--- config.mk ---
export PLATFORM = sky130hd
export DESIGN_NAME = pst_top
export DESIGN_NICKNAME = d
export VERILOG_FILES = /design/src/core/pst_pkg.sv /design/src/core/pst_seq_if.sv /design/src/core/pst_pin_sync.sv /design/src/core/pst_seq_fsm.sv /design/src/core/pst_top.sv
export SDC_FILE = /design/constraint.sdc
export NUM_CORES = 1
export LEC_CHECK = 0
export ABC_AREA = 1
export BUFFER_PORTS_ARGS = -buffer_cell sky130_fd_sc_hd__buf_4
export CORE_MARGIN = 1
export CORE_UTILIZATION = 49
export CTS_BUF_LIST = sky130_fd_sc_hd__clkbuf_4 sky130_fd_sc_hd__clkbuf_8
export DETAILED_ROUTE_END_ITERATION = 16
export GPL_ROUTABILITY_DRIVEN = 0
export PLACE_DENSITY = 0.78
export SLEW_MARGIN = 20
export SYNTH_ARGS = -nofsm -noshare
export SYNTH_HDL_FRONTEND = slang
export SYNTH_SLANG_ARGS = --single-unit
--- constraint.sdc ---
create_clock -name sys_clk -period 1.95 [get_ports sys_clk]
set_clock_uncertainty 0.1 [all_clocks]
set_input_delay 0.39 -clock sys_clk [delete_from_list [all_inputs] [get_ports sys_clk]]
set_output_delay 0.39 -clock sys_clk [all_outputs]
set_load 0.03 [all_outputs]
--- src/core/pst_pkg.sv ---
// Constants and types of the power-up sequence timer
// Operation
// [RL1] Select-pin falling edge starts sequence when selected
// [RL2] Otherwise data-pin falling edge starts, if separate
// [RL3] Reset: start select 1, delay 0, window 10
// [RL4] Delay codes 0-6 wait 32 to 256 ticks
// [RL5] Delay code 7 powers receiver at lock
// [RL6] Window codes 0-14 wait 20 to 64 ticks
// [RL7] Window code 15 waits 72 filter ticks
// [RL8] Block-reset bits return to one at start
// [RL9] Sub-block reset completes only with clock running
// [RL10] Host polls completion status until all ones
// [RL11] Pin starts only in power-down mode three
// [RL12] Force power down returns to waiting idle
// [RL13] Sequencer reset bit low forces idle
// [RL14] Start edge during sequence is ignored
package pst_pkg;
  // Word indices; byte address is four times the index
  localparam logic [9:0] PST_IDX_CTRL  = 10'h000;
  localparam logic [9:0] PST_IDX_BLK   = 10'h002;
  localparam logic [9:0] PST_IDX_SEQ   = 10'h003;
  localparam logic [9:0] PST_IDX_STAT  = 10'h010;
  localparam logic [9:0] PST_IDX_MASK  = 10'h011;
  localparam logic [9:0] PST_IDX_STATE = 10'h012;
  localparam logic [9:0] PST_IDX_DONE  = 10'h041;
  // Control register fields
  localparam int PST_C_RUN  = 0;
  localparam int PST_C_FPD  = 1;
  localparam int PST_C_SEP  = 2;
  localparam int PST_C_MODE = 4;
  localparam logic [7:0] PST_CTRL_RST = 8'h01;
  localparam logic [1:0] PST_MODE_SEQ = 2'h3;
  // Sequencing register fields
  localparam int PST_S_PSEL = 7;
  localparam int PST_S_RXW  = 4;
  localparam int PST_S_CSW  = 0;
  localparam logic [7:0] PST_SEQ_RST  = 8'h8A;
  localparam logic [2:0] PST_RXW_NONE = 3'h7;
  // Wait tables in converter and filter clock periods
  localparam logic [6:0][8:0] PST_RXW_TBL = {9'h100, 9'h0B0, 9'h080,
    9'h058, 9'h040, 9'h02C, 9'h020};
  localparam logic [15:0][6:0] PST_CS_TBL = {7'h48, 7'h40, 7'h3C, 7'h38,
    7'h34, 7'h30, 7'h2C, 7'h28, 7'h24, 7'h20, 7'h1E, 7'h1C, 7'h1A,
    7'h18, 7'h16, 7'h14};
  // Block reset bits and their reset value
  localparam int PST_BR_SEQ = 1;
  localparam logic [7:0] PST_BLK_ONES = 8'hFF;
  // Interrupt status bits
  localparam int PST_IRQ_W = 5;
  localparam int PST_I_START = 0;
  localparam int PST_I_RXUP  = 1;
  localparam int PST_I_TOUT  = 2;
  localparam int PST_I_CARR  = 3;
  localparam int PST_I_RDONE = 4;
  // Synchronised pin positions
  localparam int PST_NPIN  = 6;
  localparam int PST_P_SEL = 0;
  localparam int PST_P_DIO = 1;
  localparam int PST_P_LCK = 2;
  localparam int PST_P_CS  = 3;
  localparam int PST_P_ADC = 4;
  localparam int PST_P_FLT = 5;
  typedef enum logic [4:0] {
    PST_IDLE    = 5'b00001,
    PST_LOCK    = 5'b00010,
    PST_RXWAIT  = 5'b00100,
    PST_CSWAIT  = 5'b01000,
    PST_CARRIER = 5'b10000
  } pst_state_e;
endpackage

--- src/core/pst_seq_if.sv ---
// Link between register front end and sequencing engine
`timescale 1ns/1ps
interface pst_seq_if;
  import pst_pkg::*;
  logic       start, force_pd, clr, lock, carrier, adc_tick, flt_tick;
  logic [2:0] rx_wait;
  logic [3:0] cs_wait;
  logic       synth_en, rx_en, ev_start, ev_rxup, ev_tout, ev_carr;
  pst_state_e state;
  modport ctrl (output start, force_pd, clr, lock, carrier, adc_tick,
    flt_tick, rx_wait, cs_wait, input synth_en, rx_en, ev_start,
    ev_rxup, ev_tout, ev_carr, state);
  modport seq (input start, force_pd, clr, lock, carrier, adc_tick,
    flt_tick, rx_wait, cs_wait, output synth_en, rx_en, ev_start,
    ev_rxup, ev_tout, ev_carr, state);
endinterface

--- src/core/pst_pin_sync.sv ---
// Two-stage pin synchroniser with edge pulses
`timescale 1ns/1ps
module pst_pin_sync #(
  parameter int W = 1
) (
  input  wire logic         sys_clk,
  input  wire logic         rstn,
  input  wire logic [W-1:0] pin_in,
  output logic      [W-1:0] level,
  output logic      [W-1:0] fall,
  output logic      [W-1:0] rise
);
  logic [W-1:0] meta;
  logic [W-1:0] prev;

  // One synchroniser and edge detector per pin
  for (genvar i = 0; i < W; i++)
  begin : g_pin
    always_ff @(posedge sys_clk or negedge rstn)
    begin
      if (!rstn)
      begin
        meta[i]  <= 1'b0;
        level[i] <= 1'b0;
        prev[i]  <= 1'b0;
      end
      else
      begin
        meta[i]  <= pin_in[i];
        level[i] <= meta[i];
        prev[i]  <= level[i];
      end
    end
    assign fall[i] = prev[i] & ~level[i];
    assign rise[i] = ~prev[i] & level[i];
  end
endmodule // pst_pin_sync

--- src/core/pst_seq_fsm.sv ---
// Power-up sequencing engine with wait counters
`timescale 1ns/1ps
module pst_seq_fsm (
  input wire logic sys_clk,
  input wire logic rstn,
  pst_seq_if.seq   sq
);
  import pst_pkg::*;
  pst_state_e state;
  pst_state_e next_state;
  logic [8:0] cnt;

  // Next state; start ignored outside idle
  always_comb
  begin
    next_state = state;
    if (sq.clr || sq.force_pd)
      next_state = PST_IDLE;
    else
      unique case (state)
        PST_IDLE:    if (sq.start) next_state = PST_LOCK; // [RL14]
        PST_LOCK:    if (sq.lock)
                       next_state = (sq.rx_wait == PST_RXW_NONE) ?
                                    PST_CSWAIT : PST_RXWAIT; // [RL5]
        PST_RXWAIT:  if (sq.adc_tick && cnt == 9'h001)
                       next_state = PST_CSWAIT; // [RL4]
        PST_CSWAIT:  if (sq.carrier) next_state = PST_CARRIER;
                     else if (sq.flt_tick && cnt == 9'h001)
                       next_state = PST_IDLE; // [RL6]
        PST_CARRIER: next_state = PST_CARRIER; // Carrier holds receiver on
      endcase
  end

  // State and power enables
  always_ff @(posedge sys_clk or negedge rstn)
  begin
    if (!rstn)
    begin
      state       <= PST_IDLE;
      sq.synth_en <= 1'b0;
      sq.rx_en    <= 1'b0;
    end
    else
    begin
      state       <= next_state;
      sq.synth_en <= next_state != PST_IDLE;
      sq.rx_en    <= next_state inside {PST_CSWAIT, PST_CARRIER};
    end
  end

  // Wait counter loaded from the tables
  always_ff @(posedge sys_clk or negedge rstn)
  begin
    if (!rstn)
      cnt <= 9'h000;
    else if (next_state == PST_RXWAIT && state == PST_LOCK)
      cnt <= PST_RXW_TBL[sq.rx_wait]; // [RL4]
    else if (next_state == PST_CSWAIT && state != PST_CSWAIT)
      cnt <= {2'h0, PST_CS_TBL[sq.cs_wait]}; // [RL6] [RL7]
    else if ((state == PST_RXWAIT && sq.adc_tick) ||
             (state == PST_CSWAIT && sq.flt_tick))
      cnt <= cnt - 9'h001;
  end

  // Event pulses
  assign sq.state    = state;
  assign sq.ev_start = state == PST_IDLE && next_state == PST_LOCK;
  assign sq.ev_rxup  = state != PST_CSWAIT && next_state == PST_CSWAIT;
  assign sq.ev_tout  = state == PST_CSWAIT && next_state == PST_IDLE &&
                       !sq.clr && !sq.force_pd;
  assign sq.ev_carr  = state == PST_CSWAIT && next_state == PST_CARRIER;
endmodule // pst_seq_fsm

--- src/core/pst_top.sv ---
// Power-up sequence timer with AHB-Lite register slave
//
// The AHB-Lite register port was left to the implementer.
`timescale 1ns/1ps
module pst_top (
  input  wire logic        sys_clk,
  input  wire logic        rstn,
  input  wire logic        hsel,
  input  wire logic [31:0] haddr,
  input  wire logic [1:0]  htrans,
  input  wire logic        hwrite,
  input  wire logic [2:0]  hsize,
  input  wire logic [31:0] hwdata,
  input  wire logic        hready,
  output logic      [31:0] hrdata,
  output logic             hreadyout,
  output logic             hresp,
  input  wire logic        select_pin,
  input  wire logic        data_io_pin,
  input  wire logic        synth_lock,
  input  wire logic        carrier_sense,
  input  wire logic        adc_clk,
  input  wire logic        filter_clk,
  input  wire logic [7:0]  clk_running,
  output logic             synth_en,
  output logic             rx_en,
  output logic [7:0]       sub_reset_n,
  output logic             irq
);
  import pst_pkg::*;

  pst_seq_if sq ();

  logic [PST_NPIN-1:0]  pin_lvl;
  logic [PST_NPIN-1:0]  pin_fall;
  logic [PST_NPIN-1:0]  pin_rise;
  logic [7:0]           run_s;
  logic                 acc;
  logic                 rd_pend;
  logic                 wr_pend;
  logic [9:0]           dp_idx;
  logic [9:0]           rd_idx;
  logic                 wr_ctrl;
  logic                 wr_seq;
  logic                 wr_blk;
  logic                 wr_stat;
  logic                 wr_mask;
  logic                 start_on_select_pin;
  logic [2:0]           rx_wait;
  logic [3:0]           cs_wait;
  logic                 sequencer_reset_low;
  logic                 force_power_down;
  logic                 separate_rx_output;
  logic [1:0]           power_down_mode_select;
  logic [7:0]           blk_req;
  logic [7:0]           next_done;
  logic [PST_IRQ_W-1:0] ev;
  logic [PST_IRQ_W-1:0] stat;
  logic [PST_IRQ_W-1:0] next_stat;
  logic [PST_IRQ_W-1:0] mask;
  logic [31:0]          rd_mux;
  logic                 pin_mode;

  // Pins and clocks from outside this domain
  pst_pin_sync #(.W(PST_NPIN)) u_pins (
    .sys_clk (sys_clk),
    .rstn    (rstn),
    .pin_in  ({filter_clk, adc_clk, carrier_sense, synth_lock,
               data_io_pin, select_pin}),
    .level   (pin_lvl),
    .fall    (pin_fall),
    .rise    (pin_rise)
  );

  pst_pin_sync #(.W(8)) u_run (
    .sys_clk (sys_clk),
    .rstn    (rstn),
    .pin_in  (clk_running),
    .level   (run_s),
    .fall    (),
    .rise    ()
  );

  pst_seq_fsm u_fsm (
    .sys_clk (sys_clk),
    .rstn    (rstn),
    .sq      (sq.seq)
  );

  // Bus address phase accepted
  assign acc = hsel && htrans[1] && hready;

  // Bus phase tracking; reads take one wait state
  always_ff @(posedge sys_clk or negedge rstn)
  begin
    if (!rstn)
    begin
      rd_pend   <= 1'b0;
      wr_pend   <= 1'b0;
      dp_idx    <= 10'h000;
      hreadyout <= 1'b1;
      hresp     <= 1'b0;
    end
    else
    begin
      rd_pend   <= acc && !hwrite;
      wr_pend   <= acc && hwrite;
      hreadyout <= !(acc && !hwrite);
      hresp     <= 1'b0;
      if (acc)
        dp_idx <= haddr[11:2];
    end
  end
  assign rd_idx = dp_idx;

  // Write strobes in the data phase
  assign wr_ctrl = wr_pend && dp_idx == PST_IDX_CTRL;
  assign wr_seq  = wr_pend && dp_idx == PST_IDX_SEQ;
  assign wr_blk  = wr_pend && dp_idx == PST_IDX_BLK;
  assign wr_stat = wr_pend && dp_idx == PST_IDX_STAT;
  assign wr_mask = wr_pend && dp_idx == PST_IDX_MASK;

  // Sequencing register
  always_ff @(posedge sys_clk or negedge rstn)
  begin
    if (!rstn)
    begin
      start_on_select_pin <= PST_SEQ_RST[PST_S_PSEL]; // [RL3]
      rx_wait             <= PST_SEQ_RST[PST_S_RXW +: 3];
      cs_wait             <= PST_SEQ_RST[PST_S_CSW +: 4];
    end
    else if (wr_seq)
    begin
      start_on_select_pin <= hwdata[PST_S_PSEL];
      rx_wait             <= hwdata[PST_S_RXW +: 3];
      cs_wait             <= hwdata[PST_S_CSW +: 4];
    end
  end

  // Control register; force bit is a write pulse
  always_ff @(posedge sys_clk or negedge rstn)
  begin
    if (!rstn)
    begin
      sequencer_reset_low    <= PST_CTRL_RST[PST_C_RUN];
      separate_rx_output     <= PST_CTRL_RST[PST_C_SEP];
      power_down_mode_select <= PST_CTRL_RST[PST_C_MODE +: 2];
      force_power_down       <= 1'b0;
    end
    else
    begin
      force_power_down <= wr_ctrl && hwdata[PST_C_FPD]; // [RL12]
      if (wr_ctrl)
      begin
        sequencer_reset_low    <= hwdata[PST_C_RUN];
        separate_rx_output     <= hwdata[PST_C_SEP];
        power_down_mode_select <= hwdata[PST_C_MODE +: 2];
      end
    end
  end

  // Block reset: writing 0 starts, clock running completes
  assign blk_req   = wr_blk ? ~hwdata[7:0] : 8'h00;
  assign next_done = (sub_reset_n | run_s) & ~blk_req; // [RL8] [RL9]

  always_ff @(posedge sys_clk or negedge rstn)
  begin
    if (!rstn)
      sub_reset_n <= PST_BLK_ONES;
    else
      sub_reset_n <= next_done;
  end

  // Start sources into the sequencing engine
  assign pin_mode   = power_down_mode_select == PST_MODE_SEQ; // [RL11]
  assign sq.start   = pin_mode &&
    (start_on_select_pin ? pin_fall[PST_P_SEL] // [RL1]
     : separate_rx_output && pin_fall[PST_P_DIO]); // [RL2]
  assign sq.force_pd = force_power_down; // [RL12]
  assign sq.clr     = !sequencer_reset_low || // [RL13]
                      !sub_reset_n[PST_BR_SEQ];
  assign sq.lock     = pin_lvl[PST_P_LCK];
  assign sq.carrier  = pin_lvl[PST_P_CS];
  assign sq.adc_tick = pin_rise[PST_P_ADC];
  assign sq.flt_tick = pin_rise[PST_P_FLT];
  assign sq.rx_wait  = rx_wait;
  assign sq.cs_wait  = cs_wait;
  assign synth_en    = sq.synth_en;
  assign rx_en       = sq.rx_en;

  // Sticky status, write one to clear, set wins
  assign ev[PST_I_START] = sq.ev_start;
  assign ev[PST_I_RXUP]  = sq.ev_rxup;
  assign ev[PST_I_TOUT]  = sq.ev_tout;
  assign ev[PST_I_CARR]  = sq.ev_carr;
  assign ev[PST_I_RDONE] = |(~sub_reset_n & next_done);
  assign next_stat = (stat & ~(wr_stat ? hwdata[PST_IRQ_W-1:0]
                     : {PST_IRQ_W{1'b0}})) | ev;

  always_ff @(posedge sys_clk or negedge rstn)
  begin
    if (!rstn)
    begin
      stat <= '0;
      mask <= '0;
      irq  <= 1'b0;
    end
    else
    begin
      stat <= next_stat;
      if (wr_mask)
        mask <= hwdata[PST_IRQ_W-1:0];
      irq <= |(next_stat & (wr_mask ? hwdata[PST_IRQ_W-1:0] : mask));
    end
  end

  // Read multiplexer; unmapped words read zero
  always_comb
  begin
    rd_mux = 32'h0000_0000;
    unique case (rd_idx)
      PST_IDX_CTRL:  rd_mux = {26'h0, power_down_mode_select, 1'b0,
                               separate_rx_output, 1'b0,
                               sequencer_reset_low};
      PST_IDX_SEQ:   rd_mux = {24'h0, start_on_select_pin, rx_wait,
                               cs_wait};
      PST_IDX_BLK:   rd_mux = {24'h0, PST_BLK_ONES}; // [RL8]
      PST_IDX_DONE:  rd_mux = {24'h0, sub_reset_n};
      PST_IDX_STAT:  rd_mux = {27'h0, stat};
      PST_IDX_MASK:  rd_mux = {27'h0, mask};
      PST_IDX_STATE: rd_mux = {25'h0, sq.synth_en, sq.rx_en, sq.state};
      default:       rd_mux = 32'h0000_0000;
    endcase
  end

  // Read data held until the next read
  always_ff @(posedge sys_clk or negedge rstn)
  begin
    if (!rstn)
      hrdata <= 32'h0000_0000;
    else if (rd_pend)
      hrdata <= rd_mux;
  end
endmodule // pst_top

==> out/results.env <==
RUN_STATUS='finished, violations left'
VIOLATIONS='negative setup slack'
TIMING.CRITICAL_PATH.BUF_INV=1
SYNTH.FF_LATCH_COUNT=101
WORST-R2R-SETUP-SLACK_NS=-0.25
POWER.TOTAL_mW=7.43
FINALSETUPVIOLCOUNT=13
MAX_CAP_VIOLATIONS=0
SLEW_VIOL_FINAL=0
ANTENNA_VIOLATING_NETS_POST_ROUTE=0
SYNTHESIZED_INSTANCE_COUNT=575
FINALNETCOUNT=820
DOMINANT_REGISTER_CELL_IN_THE_SYNTHESIZED_NETLIST='sky130_fd_sc_hd__dfrtp_1'
CTS.HTREE.LEVELS=3
P_LEAK_nW=3.33
BUFFER_PORTS.INSERTED=57
FINAL.PERIOD_UTILIZATION_PCT=113
PEAKVDDDROP_mV=0.567
WORSTHOLDPATHCELLS=1
WORST_SETUP_HOLD_PATH_CLK_SLEW_NS=0.10
FINAL_COMMON_CELL='sky130_fd_sc_hd__buf_4'
RR_ENDPOINT='u_fsm.cnt[2]$_DFFE_PN0P_'
ROUTED_VIAS=4492
SWITCHING_SHARE_PCT=38.0
GRT_START_MAX_NET_PINS=40
SYNTH-WARNING-COUNT=0
P_INT_mW=4.61
LAYOUT.FILLER_CELLS=735
TRITONCTS_NUM_SINKS=101
CORE.ROWCOUNT=36
WORST-PATH-STAGES=13
PROPORTION_OF_REGISTER_BITS_WITH_ASYNCHRONOUS_SET_OR_RESET_AFTER_SYNTHESIS_PCT=100
DRT_DRC_VIOLATIONS_LEFT=0
AREA_GROWTH_PCT=31.1
DIEHEIGHT_UM=103
FINAL-HOLD-VIOLATION-COUNT=0
P_SWITCHING_mW=2.83
CRIT_SLOWEST_CELL='sky130_fd_sc_hd__dfstp_2'
CRIT_PATH_END_KIND='flop'
CTS_MAX_PATH_BUFFERS=2
FINAL_LAYOUT_SIZE_SUFFIX_GT1_SHARE_PCT=35.1
ANTENNA_FOUND_INITIAL=0
TNS_NS=-2.50
LAYOUT_SETUP_WS_NS=-0.252
MAX_STAGE_DELAY_NS=0.57
WORST-R2R-CELL-COUNT=13
DIEAREA_MM2=0.0107
CLOCK.FMAX_GHz=0.454
POST-PLACE-WS_NS=-0.320
N_ANTENNA_CELL=0
ROUTE.DETAILED.VIAS_PER_INST=5.19
POWER.SEQUENTIAL.FRACTION_PCT=32.8
YOSYSSEQAREASHARE_PCT=50.6
CLOCKROOTBUFFER='sky130_fd_sc_hd__clkbuf_8'
TIMING.CRITICAL_PATH.FANOUT_MAX=5
LAUNCH_INSTANCE_OF_THE_WORST_MIN_DELAY_PATH='carrier_sense'
FINALWORSTPATHREQUIREDPERIOD_NS=2.20
WORST_HOLD_PATH.ENDPOINT='u_pins.meta[3]$_DFF_PN0_'
CTS_MADE_BUFFERS=9
IOS=133
CLK-INSERTION-DELAY-LATE_NS=0.37
FIRST_ITER_VIOLATIONS=298
POWER.CLOCK.FRACTION_PCT=19.6
SYN_AREA_PER_CELL_UM2=8.75
GRT_SETUP_UNREPAIRED='true'
DIE_X_UM=103
LAYOUT.CELLS.MOST_COMMON_LIST='139 x sky130_fd_sc_hd__buf_4, 114 x sky130_fd_sc_hd__nand2_1, 87 x sky130_fd_sc_hd__dfrtp_1'
CORE-AREA_MM2=0.00986
SYNTH_EDF_COUNT=0
ROUTED_WL_MM=12.6
FIRST_GLOBAL_VIAS=4448
FIRST_PASS_ITERS=6
FLOORPLAN.INITIALDENSITY_PCT=51.0
CPLARGESTDELAYFAMILY='simple AND/OR/NAND/NOR gates'
ROUTE.DETAILED.WL_PER_INST_UM=14.6
POWER-PER-CELL-AREA_mW_PER_MM2=1130
DETAILEDPLACEMENTHPWL_MM=9.13
HOLD_PATH.CLASS='in -> reg'
FIN_UTIL_PCT=66.9
TYPE_OF_THE_WORST_SETUP_PATH='reg -> reg'
SYNTH.CELL_AREA_MM2=0.00503
TRITONCTS_CLOCK_TREE='yes'
GLOBAL_ROUTE_WIRE_LENGTH_BEFORE_REPAIR_MM=20.7
GRT.OVERFLOW.TOTAL=0
CRIT_PATH_CELL_TRACE='nor2_1 -> nand3_2 -> nand2_2 -> nor2_4 -> nand3_1 -> nand2_1 -> nand2_4 -> nor2_8 -> nand3_4 -> nand3_4 -> inv_2 -> nand2_1 -> nand3_1'
CP-START-KIND='flop'
INST_COUNT_DP=833
P_COMB_SHARE_PCT=47.6
LAYOUTNONFILLERINSTCOUNT=866
GLOBAL_ROUTE.USAGE.TOTAL_PCT=25.7
CP_DATA_ARRIVAL_TIME_NS=2.36
CP_DATA_REQUIRED_TIME_NS=2.11
YOSYSUNIQUECELLTYPES=49
REG2REG_FROM='u_fsm.sq.state[0]$_DFF_PN1_'
==> power by group through the flow <==
stage | logic (mW) | registers (mW) | clock network, mW
floorplan | 1.83 | 2.49 | 0
global placement | 2.85 | 2.45 | 0
detailed placement | 2.94 | 2.46 | 0
CTS | 3.29 | 2.43 | 1.48
global route | 3.84 | 2.46 | 1.56
finish | 3.54 | 2.44 | 1.46
==> area by class of cell <==
cell class              instances  area [um2]  share of cell area (%)
clock inverters                 6        87.6                    1.33
clock buffers                  10         131                    1.99
multi-input cells             389        2210                    33.4
repair buffers                148        1160                    17.6
well taps                     133         166                    2.52
flip-flops and latches        101        2540                    38.6
inverters                      79         302                    4.57
==> synthesized netlist by cell type (4+ instances only) <==
library cell | n | area share (%)
sky130_fd_sc_hd__nand2_1 | 125 | 9.3
sky130_fd_sc_hd__dfrtp_1 | 87 | 43
sky130_fd_sc_hd__inv_1 | 74 | 5.5
sky130_fd_sc_hd__o21ai_0 | 48 | 4.8
sky130_fd_sc_hd__nor2_1 | 42 | 3.1
sky130_fd_sc_hd__nand3_1 | 36 | 3.6
sky130_fd_sc_hd__buf_4 | 25 | 3.7
sky130_fd_sc_hd__dfstp_2 | 14 | 7.3
sky130_fd_sc_hd__nand4_1 | 14 | 1.7
sky130_fd_sc_hd__a21oi_1 | 10 | 0.99
sky130_fd_sc_hd__nand3b_1 | 7 | 1.0
sky130_fd_sc_hd__nand2_2 | 6 | 0.75
sky130_fd_sc_hd__xnor2_1 | 6 | 1.0
sky130_fd_sc_hd__mux2_2 | 5 | 1.1
sky130_fd_sc_hd__nor2_2 | 5 | 0.62
sky130_fd_sc_hd__nor3_1 | 5 | 0.50
sky130_fd_sc_hd__a21oi_2 | 4 | 0.70
sky130_fd_sc_hd__ha_1 | 4 | 0.99
sky130_fd_sc_hd__nand3_2 | 4 | 0.80
sky130_fd_sc_hd__o22ai_1 | 4 | 0.50
==> worst max-delay path by stage <==
stage | start | end | slack (ns)
after detailed placement | u_fsm.cnt[1]$_DFFE_PN0P_ | u_fsm.cnt[4]$_DFFE_PN0P_ | -0.32
after floorplan | sub_reset_n[1]$_DFF_PN1_ | u_fsm.cnt[5]$_DFFE_PN0P_ | -0.12
after global routing | u_fsm.sq.state[0]$_DFF_PN1_ | u_fsm.cnt[0]$_DFFE_PN0P_ | -0.41
final | u_fsm.sq.state[0]$_DFF_PN1_ | u_fsm.cnt[2]$_DFFE_PN0P_ | -0.25
after CTS | u_fsm.cnt[1]$_DFFE_PN0P_ | irq$_DFF_PN0_ | -0.24
after global placement | u_fsm.cnt[1]$_DFFE_PN0P_ | u_fsm.cnt[2]$_DFFE_PN0P_ | -0.26
==> logic make-up (layout without fill, tap and decap cells) <==
kind of cell	after synthesis	after routing	synth area share (%)
XOR/XNOR	7	7	1.22
flip-flops	101	101	50.6
AO/OA/AOI/OAI	81	81	9.27
buffers and inverters	111	243	10.5
AND/OR/NAND/NOR	265	267	26.2
adder cells (fa/ha/maj)	4	4	0.994
other	1	25	0.0745
multiplexers	5	5	1.12
==> stage by stage <==
stage | hold slack (ns) | instance area (um2)
final | 0.0163 | 6600
after global routing | 0.00216 | 6600
after detailed placement | 0.235 | 6080
after CTS | 0.00759 | 6470
after floorplan | -0.00559 | 5130
after global placement | 0.232 | 6080
==> layer usage <==
metal / share of wire [%] / routed length [um] / global-route usage, %
met1: 40 / 5090 / 31.1
met2: 49 / 6230 / 42.8
met3: 5.4 / 688 / 4.91
met4: 5.0 / 627 / 15.3
met5: 0 / 0 / 0
==> registers in the layout (all words and copies together), names as in the netlist, 2 cells and up <==
register,cells
sub_reset_n,8
u_pins.meta,6
u_run.meta,8
u_fsm.cnt,9
u_fsm.sq.state,5
cs_wait,4
power_down_mode_select,2
stat,5
u_pins.level,6
mask,5
u_run.level,8
rx_wait,3
u_pins.prev,4
dp_idx,10
hrdata,8
==> timing repair <==
item | 4_1_cts | 5_1_grt
setup buffers | 7 | 7
gates resized for setup | 23 | 28
gates cloned | 2 | 0
endpoints found under the setup margin | 14 | 35
endpoints found under the hold margin | 25 | 0
hold buffers | 1 | 0
pin swaps | 11 | 14
(Power assumes the default switching activity.)
